## src/core/caf_pkg.sv

```systemverilog
`default_nettype none
package caf_pkg;

  // register word indices; byte address is four times the index
  localparam logic [11:0] IDX_CODE0    = 12'h110;
  localparam logic [11:0] IDX_CODE1    = 12'h111;
  localparam logic [11:0] IDX_CODE2    = 12'h112;
  localparam logic [11:0] IDX_CODE3    = 12'h113;
  localparam logic [11:0] IDX_CODE4    = 12'h118;
  localparam logic [11:0] IDX_CODE5    = 12'h119;
  localparam logic [11:0] IDX_CODE6    = 12'h11a;
  localparam logic [11:0] IDX_CODE7    = 12'h11b;
  localparam logic [11:0] IDX_MASK0    = 12'h114;
  localparam logic [11:0] IDX_MASK4    = 12'h11c;
  localparam logic [11:0] IDX_RXERR    = 12'h10e;
  localparam logic [11:0] IDX_TXERR    = 12'h10f;
  localparam logic [11:0] IDX_CTRL     = 12'h120;
  localparam logic [11:0] IDX_FMODE    = 12'h121;
  localparam logic [11:0] IDX_PCTL     = 12'h13d;
  localparam logic [11:0] IDX_PDATA    = 12'h13e;
  localparam logic [11:0] IDX_PDIR     = 12'h13f;

  // field positions
  localparam int SOFT_RESET_BIT = 0;
  localparam int PULLUP_BIT     = 1;
  localparam int REDDRV_BIT     = 0;
  localparam int TX_PIN_BIT     = 1;
  localparam int RX_PIN_BIT     = 0;

  // reset values
  localparam logic [7:0] CTRL_RESET = 8'h01;
  localparam logic [7:0] BYTE_ZERO  = 8'h00;
  localparam logic [5:0] GP_ZERO    = 6'h00;
  localparam logic [2:0] HIT_ZERO   = 3'h0;

  // filter organisation
  typedef enum logic [1:0] {
    CAF_TWO_32   = 2'h0,
    CAF_FOUR_16  = 2'h1,
    CAF_EIGHT_8  = 2'h2,
    CAF_CLOSED   = 2'h3
  } caf_mode_t;

  // identifier presented by the receiver with its format
  typedef struct packed {
    logic [3:0][7:0] idByte;
    logic            extended;
  } caf_frame_t;

  // acceptance result of one frame
  typedef struct packed {
    logic       accept;
    logic [2:0] hit;
  } caf_result_t;

endpackage : caf_pkg
`default_nettype wire

```

## src/core/caf_match.sv

```systemverilog
`timescale 1ns/100ps
`default_nettype none
// combinational acceptance decision over eight code/mask pairs
module caf_match (
  input  wire logic [7:0][7:0]     code,
  input  wire logic [7:0][7:0]     mask,
  input  wire caf_pkg::caf_mode_t  mode,
  input  wire caf_pkg::caf_frame_t frame,
  output caf_pkg::caf_result_t     result
);

  logic [7:0] byteOk;
  logic [7:0] pairOk;
  logic [7:0] hitVec;

  genvar g;
  generate
    for (g = 0; g < 8; g++) begin : gByte
      assign byteOk[g] = &(~(code[g] ^ frame.idByte[g % 4]) | mask[g]);
      // 16-bit filters all look at identifier bytes zero and one
      assign pairOk[g] = &(~(code[g] ^ frame.idByte[g % 2]) | mask[g]);
    end
  endgenerate

  // filter hit vector per mode
  always_comb begin
    hitVec = 8'h00;
    case (mode)
      caf_pkg::CAF_TWO_32: begin
        hitVec[0] = &byteOk[1:0] & (~frame.extended | &byteOk[3:2]);
        hitVec[1] = &byteOk[5:4] & (~frame.extended | &byteOk[7:6]);
      end
      caf_pkg::CAF_FOUR_16: begin
        hitVec[0] = &pairOk[1:0];
        hitVec[1] = &pairOk[3:2];
        hitVec[2] = &pairOk[5:4];
        hitVec[3] = &pairOk[7:6];
      end
      caf_pkg::CAF_EIGHT_8: hitVec = byteOk;
      default: hitVec = 8'h00;
    endcase
  end

  // lowest matching filter wins
  always_comb begin
    result.accept = |hitVec;
    result.hit    = caf_pkg::HIT_ZERO;
    for (int i = 7; i >= 0; i--) begin
      if (hitVec[i]) begin
        result.hit = 3'(i);
      end
    end
  end

endmodule // caf_match
`default_nettype wire

```

## src/core/caf_top.sv

```systemverilog
// Notes on behaviour
// - receive error count readable only; writes do nothing.
// - transmit error count readable only; writes do nothing.
// - frame buffered only when filter accepts; CPU told then.
// - compare identifier bytes zero to three bit by bit.
// - extended uses four pairs, standard only first two.
// - compare code bit to identifier bit, qualify by mask.
// - code registers writable only while soft reset is set.
// - mask registers writable only while soft reset is set.
// - mask zero must equal, mask one ignored; all must match.
// - bits seven to two general purpose; one transmit, zero receive.
// - pull-up enable bit turns port pull devices on.
// - reduced drive bit selects reduced output strength.
// - data write sets latch; driven only when direction is one.
// - read gives latch when output, pin level when input.
// - data bits one and zero read transmit and receive pins.
// - direction zero input, one output, bits seven to two.
// - mode 00 two 32, 01 four 16, 10 eight 8, 11 closed.
// - hit index updated when frame moves to foreground.
`timescale 1ns/100ps
`default_nettype none
module caf_top (
  input  wire logic                clk,
  input  wire logic                rstn,
  input  wire logic                clkEn,
  // apb slave
  input  wire logic                psel,
  input  wire logic                penable,
  input  wire logic                pwrite,
  input  wire logic [15:0]         paddr,
  input  wire logic [31:0]         pwdata,
  output logic                     pready,
  output logic [31:0]              prdata,
  output logic                     pslverr,
  // from the protocol engine
  input  wire logic [7:0]          rxErrCount,
  input  wire logic [7:0]          txErrCount,
  input  wire logic                frameValid,
  input  wire caf_pkg::caf_frame_t frameIn,
  input  wire logic                fgRelease,
  input  wire logic                txBit,
  // to the protocol engine
  output logic                     frameAccepted,
  output logic                     fgFull,
  output logic [2:0]               filterHitIndex,
  output logic                     softReset,
  // pins
  input  wire logic [7:0]          portPinIn,
  output logic [7:2]               portPinOut,
  output logic [7:2]               portPinOe,
  output logic                     busTransmitPin,
  output logic                     portPullupEnable,
  output logic                     portReducedDrive
);

  // whole state of the block
  typedef struct packed {
    logic [7:0][7:0] code;
    logic [7:0][7:0] mask;
    logic [7:0]      ctrl;
    logic [1:0]      mode;
    logic [7:0]      pctl;
    logic [7:2]      latch;
    logic [7:2]      dir;
    logic [2:0]      hit;
    logic            fg;
    logic            accPulse;
    logic            ready;
    logic [31:0]     rdata;
    logic            err;
    logic [7:0]      s1;
    logic [7:0]      s2;
    logic [7:0]      s3;
    logic [7:0]      pinLvl;
    logic            txOut;
  } caf_state_t;

  caf_state_t st;
  caf_state_t next_st;
  caf_pkg::caf_result_t matchRes;

  logic       setup;
  logic       doWrite;
  logic [11:0] idx;
  logic [7:0] wbyte;
  logic       frozen;
  logic [7:0] portRead;

  caf_match uMatch (
    .code   (st.code),
    .mask   (st.mask),
    .mode   (caf_pkg::caf_mode_t'(st.mode)),
    .frame  (frameIn),
    .result (matchRes)
  );

  // bus decode
  assign setup   = psel & ~penable;
  assign doWrite = psel & penable & st.ready & pwrite;
  assign idx     = paddr[13:2];
  assign wbyte   = pwdata[7:0];
  assign frozen  = st.ctrl[caf_pkg::SOFT_RESET_BIT];

  // port data readback
  always_comb begin
    portRead = caf_pkg::BYTE_ZERO;
    for (int b = 2; b < 8; b++) begin
      portRead[b] = st.dir[b] ? st.latch[b] : st.pinLvl[b];
    end
    portRead[caf_pkg::TX_PIN_BIT] = st.txOut;
    portRead[caf_pkg::RX_PIN_BIT] = st.pinLvl[caf_pkg::RX_PIN_BIT];
  end

  // next state
  always_comb begin
    next_st          = st;
    next_st.accPulse = 1'b0;
    // pins pass three stages, change taken when two and three agree
    next_st.s1 = portPinIn;
    next_st.s2 = st.s1;
    next_st.s3 = st.s2;
    if (st.s2 == st.s3) begin
      next_st.pinLvl = st.s3;
    end
    next_st.txOut = txBit;

    // no wait state: answer in the first access cycle
    next_st.ready = setup;
    next_st.err   = 1'b0;
    if (setup) begin
      next_st.rdata = 32'h0000_0000;
      case (idx)
        caf_pkg::IDX_CODE0, caf_pkg::IDX_CODE1,
        caf_pkg::IDX_CODE2, caf_pkg::IDX_CODE3:
          next_st.rdata[7:0] = st.code[idx[1:0]];
        caf_pkg::IDX_CODE4, caf_pkg::IDX_CODE5,
        caf_pkg::IDX_CODE6, caf_pkg::IDX_CODE7:
          next_st.rdata[7:0] = st.code[{1'b1, idx[1:0]}];
        caf_pkg::IDX_MASK0, caf_pkg::IDX_MASK0 + 12'h001,
        caf_pkg::IDX_MASK0 + 12'h002, caf_pkg::IDX_MASK0 + 12'h003:
          next_st.rdata[7:0] = st.mask[idx[1:0]];
        caf_pkg::IDX_MASK4, caf_pkg::IDX_MASK4 + 12'h001,
        caf_pkg::IDX_MASK4 + 12'h002, caf_pkg::IDX_MASK4 + 12'h003:
          next_st.rdata[7:0] = st.mask[{1'b1, idx[1:0]}];
        caf_pkg::IDX_RXERR: next_st.rdata[7:0] = rxErrCount;
        caf_pkg::IDX_TXERR: next_st.rdata[7:0] = txErrCount;
        caf_pkg::IDX_CTRL:  next_st.rdata[7:0] = st.ctrl;
        caf_pkg::IDX_FMODE: next_st.rdata[7:0] = {1'b0, st.hit, 2'b00, st.mode};
        caf_pkg::IDX_PCTL:  next_st.rdata[7:0] = st.pctl;
        caf_pkg::IDX_PDATA: next_st.rdata[7:0] = portRead;
        caf_pkg::IDX_PDIR:  next_st.rdata[7:0] = {st.dir, 2'b00};
        default:            next_st.err = 1'b1;
      endcase
    end

    // register writes; count registers ignore them
    if (doWrite) begin
      case (idx)
        caf_pkg::IDX_CODE0, caf_pkg::IDX_CODE1,
        caf_pkg::IDX_CODE2, caf_pkg::IDX_CODE3:
          if (frozen) next_st.code[idx[1:0]] = wbyte;
        caf_pkg::IDX_CODE4, caf_pkg::IDX_CODE5,
        caf_pkg::IDX_CODE6, caf_pkg::IDX_CODE7:
          if (frozen) next_st.code[{1'b1, idx[1:0]}] = wbyte;
        caf_pkg::IDX_MASK0, caf_pkg::IDX_MASK0 + 12'h001,
        caf_pkg::IDX_MASK0 + 12'h002, caf_pkg::IDX_MASK0 + 12'h003:
          if (frozen) next_st.mask[idx[1:0]] = wbyte;
        caf_pkg::IDX_MASK4, caf_pkg::IDX_MASK4 + 12'h001,
        caf_pkg::IDX_MASK4 + 12'h002, caf_pkg::IDX_MASK4 + 12'h003:
          if (frozen) next_st.mask[{1'b1, idx[1:0]}] = wbyte;
        caf_pkg::IDX_CTRL:  next_st.ctrl = wbyte;
        caf_pkg::IDX_FMODE: if (frozen) next_st.mode = wbyte[1:0];
        caf_pkg::IDX_PCTL:  next_st.pctl = wbyte;
        caf_pkg::IDX_PDATA: next_st.latch = wbyte[7:2];
        caf_pkg::IDX_PDIR:  next_st.dir = wbyte[7:2];
        default: ;
      endcase
    end

    // foreground buffer handshake
    if (fgRelease) begin
      next_st.fg = 1'b0;
    end
    if (frameValid && !frozen && matchRes.accept && !st.fg) begin
      next_st.fg       = 1'b1;
      next_st.accPulse = 1'b1;
      next_st.hit      = matchRes.hit;
    end
    if (frozen) begin
      next_st.fg  = 1'b0;
      next_st.hit = caf_pkg::HIT_ZERO;
    end
  end

  // state register
  always_ff @(posedge clk or negedge rstn) begin
    if (!rstn) begin
      st      <= '0;
      st.ctrl <= caf_pkg::CTRL_RESET;
    end else if (clkEn) begin
      st <= next_st;
    end
  end

  // outputs straight from flip-flops
  assign pready           = st.ready;
  assign prdata           = st.rdata;
  assign pslverr          = st.err;
  assign frameAccepted    = st.accPulse;
  assign fgFull           = st.fg;
  assign filterHitIndex   = st.hit;
  assign softReset        = st.ctrl[caf_pkg::SOFT_RESET_BIT];
  assign busTransmitPin   = st.txOut;
  assign portPinOut       = st.latch;
  assign portPinOe        = st.dir;
  assign portPullupEnable = st.pctl[caf_pkg::PULLUP_BIT];
  assign portReducedDrive = st.pctl[caf_pkg::REDDRV_BIT];

endmodule // caf_top
`default_nettype wire

```

## config.mk

```make
export PLATFORM = sky130hd
export DESIGN_NAME = caf_top
export DESIGN_NICKNAME = d
export VERILOG_FILES = /design/src/core/caf_pkg.sv /design/src/core/caf_match.sv /design/src/core/caf_top.sv
export SDC_FILE = /design/constraint.sdc
export NUM_CORES = 1
export LEC_CHECK = 0
export BUFFER_PORTS_ARGS = -buffer_cell sky130_fd_sc_hd__clkbuf_2
export CAP_MARGIN = 25
export CORE_MARGIN = 3
export CORE_UTILIZATION = 50
export DETAILED_ROUTE_END_ITERATION = 8
export GPL_TIMING_DRIVEN = 0
export PLACE_DENSITY_LB_ADDON = 0.08
export SLEW_MARGIN = 20
export SYNTH_ARGS = -nofsm -noshare
export SYNTH_HDL_FRONTEND = slang
export SYNTH_HIERARCHICAL = 1
export SYNTH_SLANG_ARGS = --single-unit
```

## constraint.sdc

```tcl
create_clock -name clk -period 4 [get_ports clk]
set_clock_uncertainty 0.15 [all_clocks]
set_input_delay 0.6 -clock clk [delete_from_list [all_inputs] [get_ports clk]]
set_output_delay 0.6 -clock clk [all_outputs]
set_load 0.02 [all_outputs]
```

# Yosys cells after proc, flatten, opt, wreduce, memory -nomap -nowiden
# Index checks and enable logic that the tools add are counted.
# W data, S select, Z words.
[word_totals]
reg_bits = 206
input_bits = 114
[op_classes]
n_lt_le_gt_ge = 4
n_eq_ne = 30
muxes = 45
bitwise_logic = 46
n_reduce_logical = 43
[op_table]
columns = ["operator", "count"]
rows = [
  ["$eq A12 B9 Y1 const B", 23],
  ["$bwmux W64", 4],
  ["$mux W64", 4],
  ["$pmux W64 S2", 2],
  ["$not A8 Y8", 12],
  ["$or A8 B8 Y8", 12],
  ["$reduce_and A16 Y1", 6],
  ["$xor A8 B8 Y8", 12],
  ["$pmux W8 S11", 1],
  ["$bmux W8 S2", 4],
  ["$reduce_and A8 Y1", 8],
  ["$mux W8", 6],
  ["$demux W8 S2", 2],
  ["$mux W3", 8],
  ["$reduce_or A23 Y1", 1],
  ["$reduce_or A4 Y1", 4],
  ["$reduce_and A3 Y1", 4],
  ["$reduce_and A5 Y1", 2],
  ["$mux W1", 9],
  ["$eq A8 B8 Y1", 1],
  ["$mux W4", 2],
  ["$ne A2 B2 Y1 const B", 4],
  ["$reduce_and A2 Y1", 4],
  ["$reduce_or A8 Y1", 1],
  ["other kinds (18)", 32],
]

# Logic depth before layout (Yosys ltp)
# Gate-level depths: netlist (run 1).
[logic_depth]
depth_word = 15
depth_mapped = 12

# Cells and area by module
# The synthesis (run 1) kept the hierarchy.
[by_module_without_submodules]
columns = ["mod", "n_inst", "cells_each", "area_per_inst_um2", "seq_area_each_um2"]
rows = [
  ["caf_top", 1, 746, 10157.2, 5131.2],
  ["caf_match", 1, 209, 1582.8, 0.0],
]

# Worst setup path after synthesis (run 1)
# Ideal clock, no wire load.
[synth_path]
path_kind = "input to register"
startpoint = "input frameIn[2] (netlist name)"
endpoint = "register st (netlist bit filterHitIndex[0])"
setup_ps = 118
arrival_ps = 2855
t_required_ps = 3732
path_slack_ps = 878
stages = 12
path_buffers = 1
cell_sequence = "buf_6 > xnor2_2 > o22ai_1 > or4_1 > nor4_1 > o2111ai_1 > nand3b_1 > nand3b_1 > nor4b_1 > nand2_1 > nand3_1 > nand2_1"
[synth_rtl]
columns = ["element", "line", "text"]
rows = [
  ["start, declared", "caf_top.sv:39", "input wire caf_pkg::caf_frame_t frameIn,"],
  ["end signal, assigned", "caf_top.sv:201", "st <= next_st;"],
  ["end, declared", "caf_top.sv:78", "caf_state_t st;"],
]

==> run summary, run 1 <==
The run finished with clean final reports. The via count of the first global-routing pass came out at 8518. The run gives 0 as the remaining routing DRC violations. The clock reaches the later pin of the worst-skew pair after 510 ps.

Grouping stages by cell kind, the critical path spends the most delay in simple AND/OR/NAND/NOR gates. The routed wire length is 36500 um, and the number of CTS-inserted buffers is 23. The initial standard-cell utilization of the core was 51.4%. The critical path startpoint category is an input pin. Summing every instance area after synthesis gives 11700 um2. From left edge to right edge, the die measures 159 um. The wire-length estimate of the detail-placed layout is 27400 um.

In this run the remaining antenna-violating nets after routing total 0. Timing analysis after detailed placement gives a worst setup slack of 112 ps. The total overflow left after global routing is 0. The share of the cycle needed by the critical path after routing was 85.0%; the number of flops mapped to enable cells by yosys was 0. Buffers placed on the I/O ports in this run total 87. The met1 routing resource usage after global routing was 38.7%; the time the final worst path needs with I/O delays and setup was 3400 ps.

After synthesis, the largest area contributor takes up 43.5% of total cell area. The adder and majority cell fraction of the synthesized area was 0.426%; the pin count of the biggest net entering global routing was 91. The global routing stage identified its most utilized layer as met2. The synthesized netlist devotes 9.17% of its cell area to simple gates. The worst stage delay on the critical path is 780 ps. Critical path class: in2reg. Relative to the synthesized area, the layout overhead comes to 14.7%. The clock passes through at most 3 buffers.

The final standard cell utilization of the core was 58.9%; the total count of max-transition violations in the final report was 0. The analysis attributes to cell leakage a power of 6.17 nW. For the layout filler cell count, the log shows 1980. Ranked by total cell area, the synthesized netlist is headed by sky130_fd_sc_hd__dfrtp_1 43%, sky130_fd_sc_hd__mux2_2 18%, sky130_fd_sc_hd__xnor2_1 7.5%. Hold timing on the final database bottoms out at a slack of 180 ps.

The tools report the design internal power as 3.61 mW. The logs give 1.18 mW for the reported net switching power and 72 for the count of cell types in the netlist. After synthesis the netlist holds a flip-flop and latch count of 205. Summing the areas of all compound-gate instances in the mapped netlist gives 7.41% of the synthesized area. For the pin with the worst max-slew slack, the measured transition is 896 ps.

The non-filler instance count after layout was 1421; the number of iterations in the first detailed-routing pass was 5. The first global-routing pass estimated 54100 um of wire. The die covers 25400 um2. Combinational logic burns 11.0% of the power. Routability-driven placement finished with a final weighted congestion of 0.951. Along the worst path, the maximum fanout reaches 5.

In the global route stage, met2 resource usage came out at 43.6%. The I/O pin count was 169. Data arrives at the worst endpoint at 3630 ps.

The run gives 780 as the number of violations reported at the end of detailed-routing iteration 0. Net switching is 24.7% of the power. During synthesis, Yosys emitted a total of 6 warnings. The H-tree level count is 1. The clock network is responsible for 43.4% of the overall power. The detailed router placed 8556 vias in this run.

The die is 159 um tall. The worst path meets setup with 602 ps of slack. Global routing used 5.98% of the available met3 tracks. The number of antenna violations at the first check in global routing came out at 0. STA classifies the critical path endpoint as a register. Clock tree synthesis selected as its root buffer the cell sky130_fd_sc_hd__clkbuf_16. The most used flip-flop cell after synthesis is sky130_fd_sc_hd__dfrtp_1.

Across the run, the number of max-cap violations was 0. The cell type of the slowest stage on the worst timing path was sky130_fd_sc_hd__nor4_1. After synthesis, the largest family of logic cells by area is multiplexers. The post-synthesis average cell area was 12.3 um2; the core box area was 22800 um2. Dividing total power by cell area gives a power density of 355 nW/um2. The worst hold-check path type is in2reg. The clock net in this run drives a total of 205 sinks. The logs give 4.79 mW for the power consumption and 955 for the post-synthesis cell count. The mux contribution to synthesized area was 25.3%.

Clock-pin slew on the worst setup and hold paths: 60 ps. The logs give 43.7% for the register area share after synthesis and 0 for the setup violation total in the final timing report. The proportion of layout cells with a drive suffix above 1 is 41.3%. The sum of buffers and inverters on the critical path works out to 1. The floorplan has 55 rows. TritonCTS built the clock tree. The post-synthesis xor/xnor area fraction is 7.89%.

The worst slew slack as a fraction of its limit is 40.3%. Counting tap cells, the placed design contains a total of 1380 instances. The largest total area in the synthesized netlist belongs to sky130_fd_sc_hd__dfrtp_1. The tools report the hold violation count in the final report as 0. The logs give 45.6% for the share of total power in sequential cells and 28.2% for the total routing usage reported by global routing. After clock tree synthesis, the repair step resized 0 gates. In the routed layout, each cell is associated on average with a via count of 6.02.

The required time of the critical path came out at 4240 ps. The largest vdd supply drop was 0.000270 V; the share of synthesized registers carrying an async set or reset was 100%. The number of antenna diodes in the final layout is 0.

Traced cell by cell, the critical path runs through clkbuf_1, xnor2_1, o22ai_1, nor4_1, a32oi_1, o21ai_1, o21bai_1, nand3b_1, nor4b_1, nand2_1, nand3_1, nand2_1. Setup repair after global routing left no endpoint under its margin. The routed wire length per instance came out at 25.7 um. Derived from the worst setup path, the maximum achievable clock frequency is 294 MHz. The critical path's most frequent cell was sky130_fd_sc_hd__nand2_1. The final layout contains 1211 nets.
placed cells by master (no fill, tap or decap), types with 5 or more instances in the layout:
cell type / Yosys / layout
sky130_fd_sc_hd__a211oi_1: 9 / 9
sky130_fd_sc_hd__a21oi_1: 8 / 8
sky130_fd_sc_hd__a221oi_1: 5 / 5
sky130_fd_sc_hd__a22oi_1: 10 / 10
sky130_fd_sc_hd__buf_1: 10 / 10
sky130_fd_sc_hd__buf_2: 11 / 11
sky130_fd_sc_hd__buf_4: 52 / 52
sky130_fd_sc_hd__buf_6: 8 / 8
sky130_fd_sc_hd__clkbuf_1: 24 / 29
sky130_fd_sc_hd__clkbuf_16: 0 / 23
sky130_fd_sc_hd__clkbuf_2: 4 / 90
sky130_fd_sc_hd__clkbuf_8: 0 / 8
sky130_fd_sc_hd__conb_1: 1 / 24
sky130_fd_sc_hd__dfrtp_1: 204 / 204
sky130_fd_sc_hd__inv_1: 7 / 7
sky130_fd_sc_hd__mux2_2: 190 / 190
sky130_fd_sc_hd__mux2i_1: 8 / 8
sky130_fd_sc_hd__mux4_2: 32 / 32
sky130_fd_sc_hd__nand2_1: 28 / 28
sky130_fd_sc_hd__nand2_2: 5 / 5
sky130_fd_sc_hd__nand3_1: 23 / 23
sky130_fd_sc_hd__nand3b_1: 5 / 5
sky130_fd_sc_hd__nand4_1: 5 / 5
sky130_fd_sc_hd__nor2_1: 19 / 19
sky130_fd_sc_hd__nor2b_1: 6 / 6
sky130_fd_sc_hd__nor3_1: 7 / 7
sky130_fd_sc_hd__nor3b_1: 6 / 6
sky130_fd_sc_hd__nor4_1: 11 / 11
sky130_fd_sc_hd__o21ai_0: 23 / 23
sky130_fd_sc_hd__o22ai_1: 47 / 47
sky130_fd_sc_hd__xnor2_1: 101 / 101
worst paths after layout:
kind / start / slack, ps / end / cells after the start
worst min register to register: pslverr$_DFFE_PN0P_ / 330 / pslverr$_DFFE_PN0P_ / 1
max in group asynchronous: rstn / 2370 / st[124]$_DFFE_PN0P_ / 3
min in group asynchronous: rstn / 490 / next_st[22]$_DFFE_PN0P_ / 2
worst min-delay path: txBit / 180 / busTransmitPin$_DFFE_PN0P_ / 2
worst max register to register: st[195]$_DFFE_PN0P_ / 620 / filterHitIndex[2]$_DFFE_PN0P_ / 11
worst max-delay path: frameIn[11] / 600 / filterHitIndex[2]$_DFFE_PN0P_ / 12
worst register-to-register path, delay by kind of cell (launching register included):
kind                      cells  cell delay [ps]
AOI/OAI and AO/OA             4              730
xor gates and xnor gates      1              190
DFF                           1              430
and+or+nand+nor               6             1780
per-stage QoR:
stage               instance area (um2)  TNS [ps]
floorplan                         11800         0
global placement                  12700   -394280
detailed placement                12700         0
CTS                               13500         0
global route                      13500         0
finish                            13500         0
cell families after synthesis:
group	Yosys count
simple gates	161
xor+xnor	104
buf+inv	116
other cells	1
mux	233
flops	205
fa+ha+maj	4
compound gates	131
cells in the mapped netlist (4+ instances only):
master	instances
sky130_fd_sc_hd__nand3_1	23
sky130_fd_sc_hd__mux4_2	32
sky130_fd_sc_hd__buf_2	11
sky130_fd_sc_hd__nor3b_1	6
sky130_fd_sc_hd__a32oi_1	4
sky130_fd_sc_hd__buf_1	10
sky130_fd_sc_hd__o21ai_0	23
sky130_fd_sc_hd__nand2_1	28
sky130_fd_sc_hd__buf_6	8
sky130_fd_sc_hd__a211oi_1	9
sky130_fd_sc_hd__xnor2_1	101
sky130_fd_sc_hd__a21oi_1	8
sky130_fd_sc_hd__clkbuf_2	4
sky130_fd_sc_hd__mux2_2	190
sky130_fd_sc_hd__nor2b_1	6
sky130_fd_sc_hd__nor3_1	7
sky130_fd_sc_hd__nor4_1	11
sky130_fd_sc_hd__nand2_2	5
sky130_fd_sc_hd__nor2_1	19
sky130_fd_sc_hd__buf_4	52
sky130_fd_sc_hd__nand3b_1	5
sky130_fd_sc_hd__and3_1	4
sky130_fd_sc_hd__inv_1	7
sky130_fd_sc_hd__o22ai_1	47
sky130_fd_sc_hd__dfrtp_1	204
sky130_fd_sc_hd__and2_1	4
sky130_fd_sc_hd__a22oi_1	10
sky130_fd_sc_hd__clkbuf_1	24
sky130_fd_sc_hd__nand2_4	4
sky130_fd_sc_hd__nand4_1	5
sky130_fd_sc_hd__mux2i_1	8
sky130_fd_sc_hd__a221oi_1	5
sky130_fd_sc_hd__ha_1	4
flip-flops by register name, summed over array words and instances, names as in the netlist:
register,cells
frameAccepted,1
portRead,1
portReducedDrive,1
portPullupEnable,1
prdata,8
next_st,16
portPinOe,6
st,157
pready,1
pslverr,1
portPinOut,6
filterHitIndex,3
softReset,1
fgFull,1
busTransmitPin,1
layout make-up:
cell class	count	area, um2	area share [%]
clock buffers	35	691	5.13
repair buffers	90	509	3.78
flip-flops and latches	205	5130	38.1
plain buffers	109	683	5.07
well taps	313	392	2.91
multi-input cells	657	5990	44.4
clock inverters	5	50.0	0.372
inverters	7	26.3	0.195
metal layers:
layer  vias up  wire length, um  share of wire [%]
met5         -                0                  0
met4         0             1830                5.0
met3       100             3170                8.7
met2       449            16400                 45
met1      4298            15100                 41
li1       3709                -                  -
repair_timing:
item / 4_1_cts / 5_1_grt
hold buffers: 1 / 0
endpoints found under the hold margin: 53 / 0
setup buffers: 0 / 0
power by group through the flow:
stage	sequential, mW	clock, mW	combinational, mW
3_3_place_gp	2.22	0	0.512
3_5_place_dp	2.22	0	0.522
6_report	2.18	2.08	0.527
2_1_floorplan	2.21	0	0.329
4_1_cts	2.19	2.11	0.525
5_1_grt	2.19	2.20	0.563
Note: power is estimated with default switching activity, not from simulation.
==> run 2: changes to the inputs <==
Settings changed: ABC_AREA from default to 1.
Clock period 4 ns to 2.7 ns, I/O delays scaled along.
==> run 2 against run 1 <==
Compared with the run above: clock power is 42% higher; critical path depth is 4 lower; highest routed layer unchanged; first-iteration DRC count is 87% higher; worst hold slack worse by 140 ps; worst setup slack worse by 530 ps; flip-flop and latch count stayed put; sequential power is 47% higher; non-clock buffer count is 33 higher.
==> run summary, run 2 <==
For the detailed-routing wirelength on met1, the log shows 19800 um (was 15100 um). Number of placed instances, taps included: 2336 (was 1380). The power density of the placed cells is 484 nW/um2 (was 355 nW/um2). The vias after detailed routing was 12726 (was 8556); the share of total power consumed by net switching was 26.2% (was 24.7%). The post-synthesis average cell area is 6.53 um2 (was 12.3 um2). The cell type of the slowest stage on the worst timing path was sky130_fd_sc_hd__nor3_4 (was sky130_fd_sc_hd__nor4_1). The sum of negative setup slack is 0 ps (unchanged).

Horizontal die dimension: 163 um (was 159 um). The cell chosen for the clock root is sky130_fd_sc_hd__clkbuf_16 (unchanged). The tools report the total number of clock tree sinks as 205 (unchanged). The share of the synthesized area in the top cell type is 41.5% (was 43.5%), and the critical-path maximum fanout is 10 (was 5). The global-route wire length before repair was 67300 um (was 54100 um); the routed wire length was 44900 um (was 36500 um). The run gives 0 (unchanged) as the total grt overflow. The most common cell in the synthesized netlist is sky130_fd_sc_hd__nand2_1 (was sky130_fd_sc_hd__dfrtp_1). The commonest non-fill, non-tap cell in the layout is sky130_fd_sc_hd__nand2_1 (was sky130_fd_sc_hd__dfrtp_1). The post-synthesis cell count was 1882 (was 955); the worst stage delay on the critical path was 410 ps (was 780 ps). The count of cell types in the netlist is 35 (was 72), and the placed wire-length estimate after detailed placement is 34800 um (was 27400 um). In the finished design, the share of the clock period the worst path needs comes to 97.3%. The setup violation total in the final timing report came out at 0 (unchanged). Most used cells in the layout excluding fill and tap cells: 796 x sky130_fd_sc_hd__nand2_1, 204 x sky130_fd_sc_hd__dfrtp_1, 196 x sky130_fd_sc_hd__o21ai_0 (was 204 x sky130_fd_sc_hd__dfrtp_1, 190 x sky130_fd_sc_hd__mux2_2, 101 x sky130_fd_sc_hd__xnor2_1). The antenna violation net count after detailed routing is 0 (unchanged). Most numerous cell types in the synthesized netlist: 796 x sky130_fd_sc_hd__nand2_1, 204 x sky130_fd_sc_hd__dfrtp_1, 197 x sky130_fd_sc_hd__o21ai_0, 194 x sky130_fd_sc_hd__nor2_1, 180 x sky130_fd_sc_hd__inv_1 (was 204 x sky130_fd_sc_hd__dfrtp_1, 190 x sky130_fd_sc_hd__mux2_2, 101 x sky130_fd_sc_hd__xnor2_1, 52 x sky130_fd_sc_hd__buf_4, 47 x sky130_fd_sc_hd__o22ai_1). The area growth from synthesis to layout works out to 15.6% (was 14.7%). The run gives 2387 (was 1421) as the non-filler instance count after layout. Number of flip-flops in the largest register: 157 (unchanged).

The run finished with clean final reports. Derived from the worst setup path, the maximum achievable clock frequency is 381 MHz. Cell-by-cell listing of the critical path: nand3_1, nor3_4, nand2_2, nor3_4, nand2_1, clkbuf_1, nand2_1, o21ai_1 (was clkbuf_1, xnor2_1, o22ai_1, nor4_1, a32oi_1, o21ai_1, o21bai_1, nand3b_1, nor4b_1, nand2_1, nand3_1, nand2_1). Netlist area before placement: 12300 um2 (was 11700 um2).

The clock-pin slew on the worst setup and hold paths was 60 ps (about the same); the number of iterations in the first detailed-routing pass was 5 (unchanged). Actual transition at the worst max-transition pin: 1080 ps (was 896 ps). The largest vdd supply drop is 0.000493 V (was 0.000270 V). The signal arrival time at the worst endpoint came out at 2830 ps (was 3630 ps).

Register bank with the most flops: st (unchanged). The number of nets in the layout came out at 2170 (was 1211). The count of buffers from port buffering was 110 (was 87). The logic gate share of total power is 10.3% (was 11.0%). The worst hold-check path type is in2reg (unchanged).

The tools report the register area share after synthesis as 41.8% (was 43.7%). The uppermost layer routed is met4 (unchanged). The logs give 2385 (was 1980) for the layout filler cell count and 1461 (was 780) for the number of violations reported at the end of detailed-routing iteration 0. The deepest clock path buffer count was 3 (unchanged).

Largest cells by area after synthesis: sky130_fd_sc_hd__dfrtp_1 42%, sky130_fd_sc_hd__nand2_1 24%, sky130_fd_sc_hd__o21ai_0 8.0% (was sky130_fd_sc_hd__dfrtp_1 43%, sky130_fd_sc_hd__mux2_2 18%, sky130_fd_sc_hd__xnor2_1 7.5%). The area of the multi-input gates was 5950 um2 (was 5990 um2). For the clock power share, the log shows 43.1% (was 43.4%). The total setup buffers inserted after CTS came out at 0 (unchanged).

The share of total power in sequential cells is 46.6% (was 45.6%). The run gives 0 (unchanged) as the remaining routing DRC violations. Type of destination of the critical path: a register (unchanged). Setup repair after global routing could not meet its margin everywhere.

The tools report the I/O pin count as 169 (unchanged). The dominant register cell in the synthesized netlist is sky130_fd_sc_hd__dfrtp_1 (unchanged). The tools report the total count of max-transition violations in the final report as 0 (unchanged).

The count of warnings emitted by yosys was 6 (unchanged). The number of CTS-inserted buffers is 23 (unchanged), and the routed wire length per instance is 18.8 um (was 25.7 um). The number of placement rows is 56 (was 55), and the time the final worst path needs with I/O delays and setup is 2630 ps. The worst slew slack as a fraction of its limit was 27.7% (was 40.3%).

For the number of antenna violations at the first check in global routing, the log shows 0 (unchanged). The hold violation count in the final report is 0 (unchanged). Leading area contributor after synthesis: sky130_fd_sc_hd__dfrtp_1 (unchanged).

Height of the die: 163 um (was 159 um). The reported net switching power was 1.80 mW (was 1.18 mW); the share of synthesized registers carrying an async set or reset was 100% (unchanged). The run gives 33.7% (was 28.2%) as the total routing usage reported by global routing. The core box area was 23800 um2 (was 22800 um2); the insertion delay to the later sink of the worst-skew pair was 510 ps (about the same).

TritonCTS built the clock tree. The max-cap check violation count came out at 0 (unchanged). The total length of routed met2 wires came out at 19300 um (was 16400 um).

The instance area at placement was 13400 um2 (was 12700 um2); the total non-filler cell area in the finished layout was 14200 um2 (was 13500 um2). The initial standard-cell utilization of the core was 51.6% (was 51.4%). For the design internal power, the log shows 5.07 mW (was 3.61 mW).

The met3 routed wirelength was 4470 um (was 3170 um). The pin count of the biggest net entering global routing was 92 (was 91); the global placement routability congestion was 0.992 (was 0.951). The number of flops mapped to enable cells by yosys works out to 0 (unchanged). The number of storage elements in the synthesis netlist is 205 (unchanged), and the area occupied by registers is 5130 um2 (unchanged).

The tools report the via count of the first global-routing pass as 11208 (was 8518). The power consumption came out at 6.88 mW (was 4.79 mW). The static leakage came out at 7.42 nW (was 6.17 nW). The die footprint was 26500 um2 (was 25400 um2); the routed via count divided by cell count was 5.33 (was 6.02).

Critical path class: reg2reg (was in2reg). The required time of the critical path was 2900 ps (was 4240 ps). The H-tree level count is 1 (unchanged), and the proportion of layout cells with a drive suffix above 1 is 11.6% (was 41.3%). The tools report the critical path startpoint category as a register (was an input pin).
==> run 2: cell types whose count changed after synthesis, moves of 22 or more <==
cell	previous run	this run
sky130_fd_sc_hd__mux4_2	32	0
sky130_fd_sc_hd__inv_1	7	180
sky130_fd_sc_hd__mux2_2	190	0
sky130_fd_sc_hd__nand2_1	28	796
sky130_fd_sc_hd__xnor2_1	101	1
sky130_fd_sc_hd__o21ai_0	23	197
sky130_fd_sc_hd__nor2_1	19	194
sky130_fd_sc_hd__o22ai_1	47	4
sky130_fd_sc_hd__clkbuf_1	24	46
sky130_fd_sc_hd__nand3_1	23	110
==> run 2: cell families after synthesis <==
| kind of cell | synth area share [%] |
|---|---|
| flip-flops | 41.8 |
| AND/OR/NAND/NOR | 37.5 |
| XOR/XNOR | 0.285 |
| AO/OA/AOI/OAI | 9.32 |
| buffers and inverters | 10.7 |
| other | 0.0305 |
| adder cells (fa/ha/maj) | 0.407 |
==> run 2: power by group through the flow <==
stage	clock network, mW	registers [mW]	logic, mW
after global placement	0	3.25	0.664
final	2.96	3.20	0.709
after CTS	2.99	3.20	0.700
after global routing	3.13	3.21	0.784
after detailed placement	0	3.26	0.686
after floorplan	0	3.25	0.365
==> run 2: critical path: cells and delay by family (launching register included) <==
family,cells,cell delay (ps)
AOI/OAI and AO/OA,1,70
buffers and inverters,1,320
DFF,1,380
and+or+nand+nor,6,1550
==> run 2: metal layers <==
metal  GRT usage, %  up-vias
met4           9.50        0
met2           49.5      620
li1               -     6126
met5              0        -
met3           5.67       67
met1           51.2     5913
==> run 2: per-stage QoR <==
stage / setup slack, ps / hold WS (ps) / utilization [%]
after floorplan: 653 / -40.6 / -
after global placement: -2960 / 304 / 55.9
after detailed placement: -285 / 276 / 56.2
after CTS: 87.3 / 32.8 / 59.6
after global routing: -62.5 / 77.2 / 59.6
final: 72.8 / 40.0 / 59.6
==> run 2: cell type report <==
| cell class | instances | area share [%] |
|---|---|---|
| repair buffers | 122 | 5.03 |
| clock inverters | 5 | 0.203 |
| flip-flops and latches | 205 | 36.1 |
| well taps | 319 | 2.81 |
| plain buffers | 110 | 4.33 |
| diodes | 1 | 0.0176 |
| inverters | 185 | 4.91 |
| multi-input cells | 1405 | 41.9 |
| clock buffers | 35 | 4.72 |
==> run 2: worst paths after layout <==
check | startpoint | end | slack (ps) | cells past startpoint
min in group asynchronous | rstn | pready$_DFFE_PN0P_ | 300 | 2
worst max register to register | pready$_DFFE_PN0P_ | st[125]$_DFFE_PN0P_ | 70 | 8
worst max-delay path | pready$_DFFE_PN0P_ | st[125]$_DFFE_PN0P_ | 70 | 8
worst min register to register | next_st[22]$_DFFE_PN0P_ | next_st[22]$_DFFE_PN0P_ | 320 | 2
worst min-delay path | fgRelease | fgFull$_DFFE_PN0P_ | 40 | 4
max in group asynchronous | rstn | st[203]$_DFFE_PN0P_ | 1240 | 3
==> run 2: timing repair <==
action,CTS,global route
gates resized for setup,1,4
hold buffers,10,0
endpoints found under the setup margin,8,13
endpoints found under the hold margin,64,0
